## config.mk

```make
export PLATFORM = sky130hd
export DESIGN_NAME = tmcar_top
export DESIGN_NICKNAME = d
export VERILOG_FILES = /design/src/tmcar_pkg.sv /design/src/tmcar_alarm_if.sv /design/src/tmcar_alarm.sv /design/src/tmcar_top.sv
export SDC_FILE = /design/constraint.sdc
export NUM_CORES = 1
export LEC_CHECK = 0
export ABC_CLOCK_PERIOD_IN_PS = 4150
export BUFFER_PORTS_ARGS = -buffer_cell sky130_fd_sc_hd__buf_2
export CAP_MARGIN = 30
export CORE_MARGIN = 4
export CORE_UTILIZATION = 46
export CTS_BUF_LIST = sky130_fd_sc_hd__clkbuf_16
export CTS_CLUSTER_SIZE = 30
export DETAILED_ROUTE_END_ITERATION = 16
export GPL_TIMING_DRIVEN = 0
export PLACE_DENSITY = 0.74
export RECOVER_POWER = 25
export SKIP_LAST_GASP = 1
export SYNTH_ARGS = -nofsm -noshare
export SYNTH_HDL_FRONTEND = slang
export SYNTH_SLANG_ARGS = --single-unit
```

## constraint.sdc

```tcl
create_clock -name sys_clk_i -period 4.15 [get_ports sys_clk_i]
set_input_delay 0.2075 -clock sys_clk_i [delete_from_list [all_inputs] [get_ports sys_clk_i]]
set_output_delay 0.2075 -clock sys_clk_i [all_outputs]
set_load 0.01 [all_outputs]
```

## src/tmcar_pkg.sv

```systemverilog
// tmcar_pkg: command codes, field positions, reset values and timing for the config/alarm block
package tmcar_pkg;

  // ----------------------------------------------------------------
  // command byte codes
  // ----------------------------------------------------------------
  localparam logic [7:0] CMD_OPCTRL = 8'h41;
  localparam logic [7:0] CMD_ALMASK = 8'h42;
  localparam logic [7:0] CMD_OTMASK = 8'h43;
  localparam logic [7:0] CMD_ALSTAT = 8'h44;
  localparam logic [7:0] CMD_OTSTAT = 8'h45;

  // ----------------------------------------------------------------
  // operating_control fields
  // ----------------------------------------------------------------
  localparam int OPC_STANDBY_BIT = 7;
  localparam int OPC_SOFTRST_BIT = 6;
  localparam int OPC_TMO_DIS_BIT = 5;
  localparam int OPC_FAST1_BIT = 4;
  localparam int OPC_RCANCEL_BIT = 3;
  localparam logic [7:0] OPC_WR_MASK = 8'hb8;

  // ----------------------------------------------------------------
  // mask / status layouts
  // ----------------------------------------------------------------
  localparam int NUM_ALERT_CH = 7;
  localparam int LOCAL_CH_BIT = 6;
  localparam int NUM_OT_CH = 4;
  localparam logic [7:0] ALMASK_WR_MASK = 8'h7f;
  localparam logic [7:0] OTMASK_WR_MASK = 8'h39;
  localparam int OT_CH1_BIT = 0;
  localparam int OT_CH4_BIT = 3;
  localparam int OT_CH5_BIT = 4;
  localparam int OT_CH6_BIT = 5;

  // ----------------------------------------------------------------
  // reset values
  // ----------------------------------------------------------------
  localparam logic [7:0] OPCTRL_RST = 8'h00;
  localparam logic [7:0] ALMASK_RST = 8'h00;
  localparam logic [7:0] OTMASK_RST = 8'h00;
  localparam logic [7:0] STATUS_RST = 8'h00;
  localparam logic [7:0] UNMAPPED_RD = 8'h00;

  // ----------------------------------------------------------------
  // thermal and timing constants
  // ----------------------------------------------------------------
  localparam logic [8:0] OT_HYST_DEGC = 9'h004;
  localparam int unsigned CLK_HZ = 20000000;
  localparam int unsigned RCANCEL_EXTRA_MS = 125;
  localparam int unsigned RCANCEL_EXTRA_CYC = RCANCEL_EXTRA_MS * (CLK_HZ / 1000);

endpackage

```

## src/tmcar_alarm_if.sv

```systemverilog
// tmcar_alarm_if: signals between the register front end and the alarm engine
interface tmcar_alarm_if;
  import tmcar_pkg::*;
  logic soft_rst;
  logic conv_done;
  logic [NUM_ALERT_CH-1:0][7:0] temp;
  logic [NUM_ALERT_CH-1:0][7:0] alert_limit;
  logic [NUM_OT_CH-1:0][7:0] ot_limit;
  logic [7:0] alert_mask;
  logic [7:0] ot_mask;
  logic alert_stat_rd;
  logic ara_ack;
  logic ot_stat_rd;
  logic [7:0] alert_status;
  logic [7:0] ot_status;
  logic alert_active;
  logic ot_active;

  modport front (output soft_rst, conv_done, temp, alert_limit, ot_limit, alert_mask, ot_mask,
                 alert_stat_rd, ara_ack, ot_stat_rd,
                 input alert_status, ot_status, alert_active, ot_active);
  modport engine (input soft_rst, conv_done, temp, alert_limit, ot_limit, alert_mask, ot_mask,
                  alert_stat_rd, ara_ack, ot_stat_rd,
                  output alert_status, ot_status, alert_active, ot_active);
endinterface

```

## src/tmcar_alarm.sv

```systemverilog
// tmcar_alarm: alert and overtemperature status flags, hysteresis and output state
module tmcar_alarm (
  // clock and reset
  input wire logic sys_clk_i,
  input wire logic sys_rst_i,
  // link to register front end
  tmcar_alarm_if.engine alm
);
  import tmcar_pkg::*;

  // ----------------------------------------------------------------
  // comparisons
  // ----------------------------------------------------------------
  function automatic logic above(input logic [7:0] t, input logic [7:0] lim);
    above = t > lim;
  endfunction

  // condition leaves only once temp + hyst < limit; 9 bits avoid wrap near 255
  function automatic logic below_hyst(input logic [7:0] t, input logic [7:0] lim);
    below_hyst = ({1'b0, t} + OT_HYST_DEGC) < {1'b0, lim};
  endfunction

  logic [NUM_OT_CH-1:0] ot_cond_q;
  logic [NUM_ALERT_CH-1:0] al_hit;
  logic [NUM_OT_CH-1:0] ot_hit;
  logic [NUM_OT_CH-1:0] ot_msk;
  logic [NUM_OT_CH-1:0] ot_cond_d;
  logic [7:0] ot_hit8;
  logic [NUM_OT_CH-1:0][7:0] ot_temp;

  assign ot_temp = {alm.temp[5], alm.temp[4], alm.temp[3], alm.temp[0]};
  assign ot_msk = {alm.ot_mask[OT_CH6_BIT], alm.ot_mask[OT_CH5_BIT],
                   alm.ot_mask[OT_CH4_BIT], alm.ot_mask[OT_CH1_BIT]};

  always_comb begin
    for (int i = 0; i < NUM_ALERT_CH; i++) begin
      al_hit[i] = above(alm.temp[i], alm.alert_limit[i]);
    end
    for (int j = 0; j < NUM_OT_CH; j++) begin
      ot_hit[j] = above(ot_temp[j], alm.ot_limit[j]);
      ot_cond_d[j] = ot_cond_q[j];
      if (ot_hit[j]) begin
        ot_cond_d[j] = 1'b1;
      end else if (below_hyst(ot_temp[j], alm.ot_limit[j])) begin
        ot_cond_d[j] = 1'b0;
      end
    end
    ot_hit8 = 8'h00;
    ot_hit8[OT_CH1_BIT] = ot_hit[0];
    ot_hit8[OT_CH4_BIT] = ot_hit[1];
    ot_hit8[OT_CH5_BIT] = ot_hit[2];
    ot_hit8[OT_CH6_BIT] = ot_hit[3];
  end

  // ----------------------------------------------------------------
  // alert status and output
  // ----------------------------------------------------------------
  always_ff @(posedge sys_clk_i or posedge sys_rst_i) begin
    if (sys_rst_i) begin
      alm.alert_status <= STATUS_RST;
    end else if (alm.soft_rst) begin
      alm.alert_status <= STATUS_RST;
    end else if (alm.conv_done) begin
      // masked channels still flag; a read in this cycle loses to the set
      alm.alert_status <= alm.alert_status | {1'b0, al_hit};
    end else if (alm.alert_stat_rd) begin
      alm.alert_status <= STATUS_RST;
    end
  end

  always_ff @(posedge sys_clk_i or posedge sys_rst_i) begin
    if (sys_rst_i) begin
      alm.alert_active <= 1'b0;
    end else if (alm.soft_rst) begin
      alm.alert_active <= 1'b0;
    end else if (alm.conv_done && |(al_hit & ~alm.alert_mask[NUM_ALERT_CH-1:0])) begin
      alm.alert_active <= 1'b1;
    end else if (alm.alert_stat_rd || alm.ara_ack) begin
      alm.alert_active <= 1'b0;
    end
  end

  // ----------------------------------------------------------------
  // overtemperature status, condition and output
  // ----------------------------------------------------------------
  always_ff @(posedge sys_clk_i or posedge sys_rst_i) begin
    if (sys_rst_i) begin
      alm.ot_status <= STATUS_RST;
    end else if (alm.soft_rst) begin
      alm.ot_status <= STATUS_RST;
    end else if (alm.conv_done) begin
      alm.ot_status <= alm.ot_status | ot_hit8;
    end else if (alm.ot_stat_rd) begin
      alm.ot_status <= STATUS_RST;
    end
  end

  always_ff @(posedge sys_clk_i or posedge sys_rst_i) begin
    if (sys_rst_i) begin
      ot_cond_q <= '0;
    end else if (alm.soft_rst) begin
      ot_cond_q <= '0;
    end else if (alm.conv_done) begin
      ot_cond_q <= ot_cond_d;
    end
  end

  // status reads never touch this; only the masked hysteresis condition and soft reset do
  always_ff @(posedge sys_clk_i or posedge sys_rst_i) begin
    if (sys_rst_i) begin
      alm.ot_active <= 1'b0;
    end else if (alm.soft_rst) begin
      alm.ot_active <= 1'b0;
    end else if (alm.conv_done) begin
      alm.ot_active <= |(ot_cond_d & ~ot_msk);
    end
  end

endmodule

```

## src/tmcar_top.sv

```systemverilog
// tmcar_top: configuration registers, command-byte access and alarm outputs of the monitor
module tmcar_top #(
  parameter int unsigned RCANCEL_CYC = tmcar_pkg::RCANCEL_EXTRA_CYC
) (
  // clock and reset
  input wire logic sys_clk_i,
  input wire logic sys_rst_i,
  // command-byte register access from the serial bus engine
  input wire logic reg_wr_i,
  input wire logic reg_rd_i,
  input wire logic [7:0] reg_cmd_i,
  input wire logic [7:0] reg_wdata_i,
  input wire logic ara_ack_i,
  output logic [7:0] reg_rdata_o,
  output logic reg_rvalid_o,
  // measurement sequencer
  input wire logic conv_done_i,
  input wire logic ch1_conv_start_i,
  input wire logic [tmcar_pkg::NUM_ALERT_CH-1:0][7:0] temp_i,
  input wire logic [tmcar_pkg::NUM_ALERT_CH-1:0][7:0] alert_limit_i,
  input wire logic [tmcar_pkg::NUM_OT_CH-1:0][7:0] ot_limit_i,
  output logic standby_o,
  output logic bus_timeout_en_o,
  output logic ch1_fast_conv_o,
  output logic ch1_rcancel_o,
  output logic ch1_extend_busy_o,
  // open-drain alarm pins, active low on the wire
  output logic alert_pin_o,
  output logic alert_pin_oe_n_o,
  output logic overtemp_out_pin_o,
  output logic overtemp_out_oe_n_o
);
  import tmcar_pkg::*;

  localparam int CNT_W = (RCANCEL_CYC > 1) ? $clog2(RCANCEL_CYC + 1) : 1;

  tmcar_alarm_if alm ();

  logic [7:0] opctrl_q;
  logic [7:0] almask_q;
  logic [7:0] otmask_q;
  logic soft_rst_q;
  logic [CNT_W-1:0] ext_cnt_q;
  logic wr_opctrl;
  logic rd_hit_al;
  logic rd_hit_ot;
  logic [7:0] rd_mux;

  // ----------------------------------------------------------------
  // command decode
  // ----------------------------------------------------------------
  assign wr_opctrl = reg_wr_i && (reg_cmd_i == CMD_OPCTRL);
  assign rd_hit_al = reg_rd_i && (reg_cmd_i == CMD_ALSTAT);
  assign rd_hit_ot = reg_rd_i && (reg_cmd_i == CMD_OTSTAT);

  // ----------------------------------------------------------------
  // soft reset strobe
  // ----------------------------------------------------------------
  // one cycle after the write; the bit itself is never stored, so it reads 0
  always_ff @(posedge sys_clk_i or posedge sys_rst_i) begin
    if (sys_rst_i) begin
      soft_rst_q <= 1'b0;
    end else begin
      soft_rst_q <= wr_opctrl && reg_wdata_i[OPC_SOFTRST_BIT];
    end
  end

  // ----------------------------------------------------------------
  // configuration registers
  // ----------------------------------------------------------------
  always_ff @(posedge sys_clk_i or posedge sys_rst_i) begin
    if (sys_rst_i) begin
      opctrl_q <= OPCTRL_RST;
    end else if (soft_rst_q) begin
      opctrl_q <= OPCTRL_RST;
    end else if (wr_opctrl && !reg_wdata_i[OPC_SOFTRST_BIT]) begin
      opctrl_q <= reg_wdata_i & OPC_WR_MASK;
    end
  end

  always_ff @(posedge sys_clk_i or posedge sys_rst_i) begin
    if (sys_rst_i) begin
      almask_q <= ALMASK_RST;
    end else if (soft_rst_q) begin
      almask_q <= ALMASK_RST;
    end else if (reg_wr_i && reg_cmd_i == CMD_ALMASK) begin
      almask_q <= reg_wdata_i & ALMASK_WR_MASK;
    end
  end

  always_ff @(posedge sys_clk_i or posedge sys_rst_i) begin
    if (sys_rst_i) begin
      otmask_q <= OTMASK_RST;
    end else if (soft_rst_q) begin
      otmask_q <= OTMASK_RST;
    end else if (reg_wr_i && reg_cmd_i == CMD_OTMASK) begin
      otmask_q <= reg_wdata_i & OTMASK_WR_MASK;
    end
  end

  // ----------------------------------------------------------------
  // control outputs
  // ----------------------------------------------------------------
  assign standby_o = opctrl_q[OPC_STANDBY_BIT];
  assign bus_timeout_en_o = ~opctrl_q[OPC_TMO_DIS_BIT];
  assign ch1_fast_conv_o = opctrl_q[OPC_FAST1_BIT];
  assign ch1_rcancel_o = opctrl_q[OPC_RCANCEL_BIT];

  // ----------------------------------------------------------------
  // channel 1 conversion extension
  // ----------------------------------------------------------------
  // sequencer holds channel 1 open while busy; restart on a new start
  always_ff @(posedge sys_clk_i or posedge sys_rst_i) begin
    if (sys_rst_i) begin
      ext_cnt_q <= '0;
    end else if (soft_rst_q || standby_o) begin
      ext_cnt_q <= '0;
    end else if (ch1_conv_start_i && opctrl_q[OPC_RCANCEL_BIT]) begin
      ext_cnt_q <= CNT_W'(RCANCEL_CYC);
    end else if (ext_cnt_q != '0) begin
      ext_cnt_q <= ext_cnt_q - CNT_W'(1);
    end
  end

  assign ch1_extend_busy_o = (ext_cnt_q != '0);

  // ----------------------------------------------------------------
  // alarm engine
  // ----------------------------------------------------------------
  // conversions are ignored in standby so no flag is set; reads still clear them and ara_ack still releases the alert output
  assign alm.soft_rst = soft_rst_q;
  assign alm.conv_done = conv_done_i && !standby_o;
  assign alm.temp = temp_i;
  assign alm.alert_limit = alert_limit_i;
  assign alm.ot_limit = ot_limit_i;
  assign alm.alert_mask = almask_q;
  assign alm.ot_mask = otmask_q;
  assign alm.alert_stat_rd = rd_hit_al;
  assign alm.ara_ack = ara_ack_i;
  assign alm.ot_stat_rd = rd_hit_ot;

  tmcar_alarm u_alarm (
    .sys_clk_i(sys_clk_i),
    .sys_rst_i(sys_rst_i),
    .alm(alm.engine)
  );

  // ----------------------------------------------------------------
  // read path
  // ----------------------------------------------------------------
  always_comb begin
    case (reg_cmd_i)
      CMD_OPCTRL: rd_mux = opctrl_q;
      CMD_ALMASK: rd_mux = almask_q;
      CMD_OTMASK: rd_mux = otmask_q;
      CMD_ALSTAT: rd_mux = alm.alert_status;
      CMD_OTSTAT: rd_mux = alm.ot_status;
      default: rd_mux = UNMAPPED_RD;
    endcase
  end

  // data sampled before the read's clear takes effect
  always_ff @(posedge sys_clk_i or posedge sys_rst_i) begin
    if (sys_rst_i) begin
      reg_rdata_o <= 8'h00;
      reg_rvalid_o <= 1'b0;
    end else begin
      reg_rvalid_o <= reg_rd_i;
      if (reg_rd_i) begin
        reg_rdata_o <= rd_mux;
      end
    end
  end

  // ----------------------------------------------------------------
  // open-drain pins
  // ----------------------------------------------------------------
  assign alert_pin_o = 1'b0;
  assign alert_pin_oe_n_o = ~alm.alert_active;
  assign overtemp_out_pin_o = 1'b0;
  assign overtemp_out_oe_n_o = ~alm.ot_active;

endmodule

```

-- Word level (Yosys, flattened, before mapping)
Index checks and enable logic that the tools add are counted.
- register bits after elaboration: 78
- bits of input ports: 167
- logic and storage cells: 102
- eq/ne operators: 5
- $lt $le $gt $ge: 15
- reduce and logical (&&, ||, !) cells: 25
- $add $sub $neg: 5
- muxes and demuxes: 31
- bitwise gates (word level): 9
- operators with widths (operator ; number):
    8-bit 2-to-1 mux ; 12
    8-bit greater-than comparator ; 11
    22-bit 2-to-1 mux ; 3
    8-bit by 7-bit equality test with 1-bit output (second input constant) ; 5
    8-bit one-hot mux with 5 select lines ; 1
    8-bit by 3-bit adder with 9-bit output (second input constant) ; 4
    9-bit by 8-bit less-than comparator with 1-bit output ; 4
    22-bit nonzero test ; 1
    22-bit by 1-bit subtractor with 22-bit output (second input constant) ; 1
    1-bit 2-to-1 mux ; 13
    3-bit nonzero test ; 4
    1-bit logical AND ; 10
    4-bit 2-to-1 mux ; 2
    8-bit by 6-bit OR with 8-bit output ; 1
    8-bit by 7-bit OR with 8-bit output ; 1
    2-bit nonzero test ; 4
    7-bit AND ; 1
    7-bit NOT ; 1
    7-bit OR reduction ; 1
    4-bit AND ; 1
    4-bit NOT ; 1
    4-bit OR reduction ; 1
    1-bit NOT ; 3
    1-bit logical NOT ; 2
    1-bit logical OR ; 2

-- Longest topological paths before layout
- depth after elaboration: 8
- depth in mapped cells: 10
- depth with buffers taken out: 10

-- Modules after synthesis
From an unflattened synthesis, not the netlist that was laid out.
- cell total of the unflattened synthesis: 776
- area total of the unflattened synthesis: 6562.5 sq um
- by module, submodules not included (module ; instances ; seq. area each (sq um) ; area an instance (sq um) ; cells an instance):
    tmcar_alarm ; 1 ; 425.4 ; 3851.2 ; 494
    tmcar_top ; 1 ; 1176.1 ; 2711.4 ; 282

-- Least setup slack after synthesis
No wires, ideal clock.
- kind: register -> register
- from: reg ext_cnt_q[13]
- to: reg ext_cnt_q[4]
- stages on the path, launching flop included: 8
- setup slack: 1.992 ns
- buffers on the path: 0
- data required time: 4.018 ns
- clock period less this slack: 2.158 ns
- arrival: 2.027 ns
- path through: dfrtp_1 or4_4 or3_4 nor3_4 inv_4 nand3_1 xor2_1 nor2_1
- cells in the longest elaborated chain, start to end: 2
- ends and longest elaborated chain (element ; RTL line ; source):
    start, declared ; tmcar_top.sv:43 ; logic [CNT_W-1:0] ext_cnt_q;
    start signal, assigned ; tmcar_top.sv:119 ; ext_cnt_q <= CNT_W'(RCANCEL_CYC);
    start signal, assigned ; tmcar_top.sv:121 ; ext_cnt_q <= ext_cnt_q - CNT_W'(1);
    22-bit nonzero test ; n/a ;
    net ch1_extend_busy_o ; tmcar_top.sv:26 ; output logic ch1_extend_busy_o,
    3-bit nonzero test (no source line) ; n/a ;
The timed path passes the listed nets, and every way through them passes these cells.
A chain may end at the register's enable or synchronous reset.

-- Worst setup path in the final report
- from: reg ext_cnt_q[4]
- to: out ch1_extend_busy_o
- cells in the longest elaborated chain, start to end: 1
- ends and longest elaborated chain (element ; RTL line ; source):
    22-bit nonzero test ; tmcar_top.sv:125 ; assign ch1_extend_busy_o = (ext_cnt_q != '0);
    end, declared ; tmcar_top.sv:26 ;
No other way between the ends.

==> flow_metrics.env <==
export IMPL_final_cells=1131
export IMPL_die_w_um=124
export IMPL_cts_setup_buffers=0
export IMPL_startpoint_type="register"
export IMPL_num_vias=6035
export IMPL_hp_class="input port to register"
export IMPL_fin_skew_ps=4.96
export IMPL_fillers=1267
export IMPL_worstSetupStartpoint="ext_cnt_q[4]"
export IMPL_first_iter_violations=338
export IMPL_setup_viol=0
export IMPL_rsz0062_at_grt="false"
export IMPL_wire_per_inst_um=14.4
export IMPL_synth_flop_cell="dfrtp_1"
export IMPL_worst_pin_slew_ps=1770
export IMPL_place_gp_congestion=0.892
export IMPL_grt_first_pass_wirelength_um=26200
export IMPL_violations="max-capacitance violations, max-slew violations"
export IMPL_antenna_found_initial=1
export IMPL_power_switching_uw=758
export IMPL_track_usage_pct=21.3
export IMPL_r2r_slack_ps=1730
export IMPL_yosysTopAreaCell="dfrtp_1"
export IMPL_hold_start="reg_rd_i"
export IMPL_drtAntennaViolNets=0
export IMPL_multiInputGateArea_um2=4150
export IMPL_cts_root_buf="clkbuf_16"
export IMPL_drc=0
export IMPL_sw_frac_of_total_pct=33.8
export IMPL_yosysSeqAreaShare_pct=25.8
export IMPL_seqPwrFrac_pct=38.5
export IMPL_async_flop_share_pct=100
export IMPL_dpl_cell_area_um2=7350
export IMPL_clock_sinks=64
export IMPL_routed_via_density=5.34
export IMPL_synth_avg_cell_area_um2=8.19
export IMPL_clk_pin_slew_ps=50
export IMPL_fp_dieH_um=124
export IMPL_core_um2=13200
export IMPL_numCtsBuffers=9
export IMPL_ys_warn_count=0
export IMPL_finish_net_count=1236
export IMPL_yosys_top_cells_area="dfrtp_1 26%, ha_1 24%, a21oi_1 6.3%, inv_1 6.3%, nor2_1 3.5%"
export IMPL_synthCells=758
export IMPL_clkPwrFrac_pct=28.4
export IMPL_port_buffers=181
export IMPL_final_max_slew_viol_count=34
export IMPL_synth_cell_types=55
export IMPL_cts_buffer_depth=2
export IMPL_period_share_pct=63.2
export IMPL_power_leakage_uw=0.00398
export IMPL_cts_resized=0
export IMPL_numPlacedInstances=1117
export IMPL_r2r_start="ext_cnt_q[4]"
export IMPL_num_antenna_cells=0
export IMPL_hpwl_um=13700
export IMPL_rows=42
export IMPL_fmax_mhz=381
export IMPL_dieArea_um2=15400
export IMPL_p_per_area_nw_per_um2=296
export IMPL_synth_area_um2=6200
export IMPL_worst_path_max_fanout=10
export IMPL_worst_endpoint_required_ps=3940
export IMPL_p_int_uw=1490
export IMPL_ios=185
export IMPL_endpoint="ch1_extend_busy_o"
export IMPL_slew_headroom_pct=-17.8
export IMPL_cts_tree="yes"
export IMPL_crit_path_end_kind="primary output"
export IMPL_worstPathArrival_ps=2410
export IMPL_final_area_um2=7580
export IMPL_fin_crit_ps=2620
export IMPL_grt_pass1_vias=5687
export IMPL_drt_total_wl_um=16300
export IMPL_grt_overflow_total=0
export IMPL_ff_latch_area_um2=1600
export IMPL_synth_ff_latch_count=64
export IMPL_final_hold_violation_count=0
export IMPL_vdd_drop_max_mv=0.384
export IMPL_cap_violations=1
export IMPL_final_layout_size_suffix_gt1_share_pct=21.2
export IMPL_start_util_pct=46.9
export IMPL_synth_edf_count=0
export IMPL_holdBufCountCts=0
export IMPL_r2r_cells=6
export IMPL_r2r_end="ext_cnt_q[21]"
export IMPL_comb_power_share_pct=33.1
export IMPL_cts_htree_levels=3
export IMPL_synth_top_cell_area_share_pct=25.8
export IMPL_area_delta_synth_final_pct=22.2
export IMPL_crit_type="register to primary output"
export IMPL_drtPass1Iterations=5
export IMPL_setup_tns_ps=0
export IMPL_clk_latency_ps=330
export IMPL_grt_max_degree=34
export IMPL_status="finished, violations left"
## worst min path at each step
stage | end | slack [ps] | cells past startpoint
floorplan | reg_rvalid_o | 240 | 0
global placement | reg_rvalid_o | 350 | 1
detailed placement | reg_rvalid_o | 350 | 1
CTS | ext_cnt_q[4] | 8 | 2
global route | reg_rvalid_o | 20 | 1
finish | reg_rvalid_o | 40 | 1
## registers in the layout, indices dropped and copies added (netlist names)
signal                    count
alm.alert_mask                7
alm.ot_mask                   4
alm.soft_rst                  1
ext_cnt_q                    22
opctrl_q                      4
reg_rdata_o                   8
reg_rvalid_o                  1
u_alarm.alm.alert_active      1
u_alarm.alm.alert_status      7
u_alarm.alm.ot_active         1
u_alarm.alm.ot_status         4
u_alarm.ot_cond_q             4
## per-stage QoR
step           total power (µW)  hold slack [ps]  setup slack (ps)  util, %
2_1_floorplan              1370              239              1990        -
3_3_place_gp               1590              347              1520     55.4
5_1_grt                    2420             23.7              1170     57.2
6_report                   2240             35.6              1530     57.2
3_5_place_dp               1620              349              1690     55.5
4_1_cts                    2270             8.21              1510     57.4
## kinds of logic (layout without fill, tap and decap cells)
kind of cell	count (synthesis)	after routing	share of synthesized area [%]
other	1	2	0.0604
buffers and inverters	119	315	7.36
DFF	64	64	25.8
and+or+nand+nor	228	228	18.7
AOI/OAI and AO/OA	192	192	19.1
muxes	9	9	1.45
adders and majority gates	117	117	23.6
xor gates and xnor gates	28	28	3.95
## Yosys cell counts, types with 9 or more instances
library cell  number
nand2_1           50
a21oi_1           78
ha_1             117
nor3_1            12
dfrtp_1           64
mux2i_1            9
nand3_1           31
xor2_1            10
clkbuf_1          12
xnor2_1           18
a211oi_1          11
nor2_1            58
nand4_1           17
o21ai_0           35
nor2b_1           19
inv_1            104
## layout make-up
| cell class | instances | area share (%) |
|---|---|---|
| Sequential cell | 64 | 21.1 |
| Tap cell | 176 | 2.90 |
| Clock inverter | 5 | 0.248 |
| Timing Repair Buffer | 182 | 12.0 |
| Multi-Input combinational cell | 576 | 54.7 |
| Buffer | 14 | 0.792 |
| Inverter | 105 | 5.23 |
| Clock buffer | 9 | 2.97 |
## per-layer routing
layer	vias up	share of wire, %	global-route usage (%)
met3	17	6.7	4.22
met4	2	1.0	4.38
met5	-	0.080	0
met1	2785	43	26.1
li1	3081	-	-
met2	150	50	38.6
## power by group through the flow
stage          clock [µW]  combinational, µW  sequential (µW)
3_5_place_dp            0                748              869
2_1_floorplan           0                524              846
4_1_cts               649                753              864
3_3_place_gp            0                727              866
5_1_grt               676                860              888
6_report              637                743              864
## layout by cell type, fill, tap and decap left out, types with 10 or more instances in the layout
cell	instances
a211oi_1	11
a21oi_1	78
buf_2	180
clkbuf_1	14
dfrtp_1	64
ha_1	117
inv_1	106
nand2_1	50
nand3_1	31
nand4_1	17
nor2_1	58
nor2b_1	19
nor3_1	12
o21ai_0	35
xnor2_1	18
xor2_1	10
## critical path, stage by stage, from the launching register on
cell and delay, ps:
dfrtp_1 410, nor4_2 520, nand4_1 400, nor3_4 520
inv_4 80, buf_2 160
No activity file was read; power rests on OpenSTA's default activity.
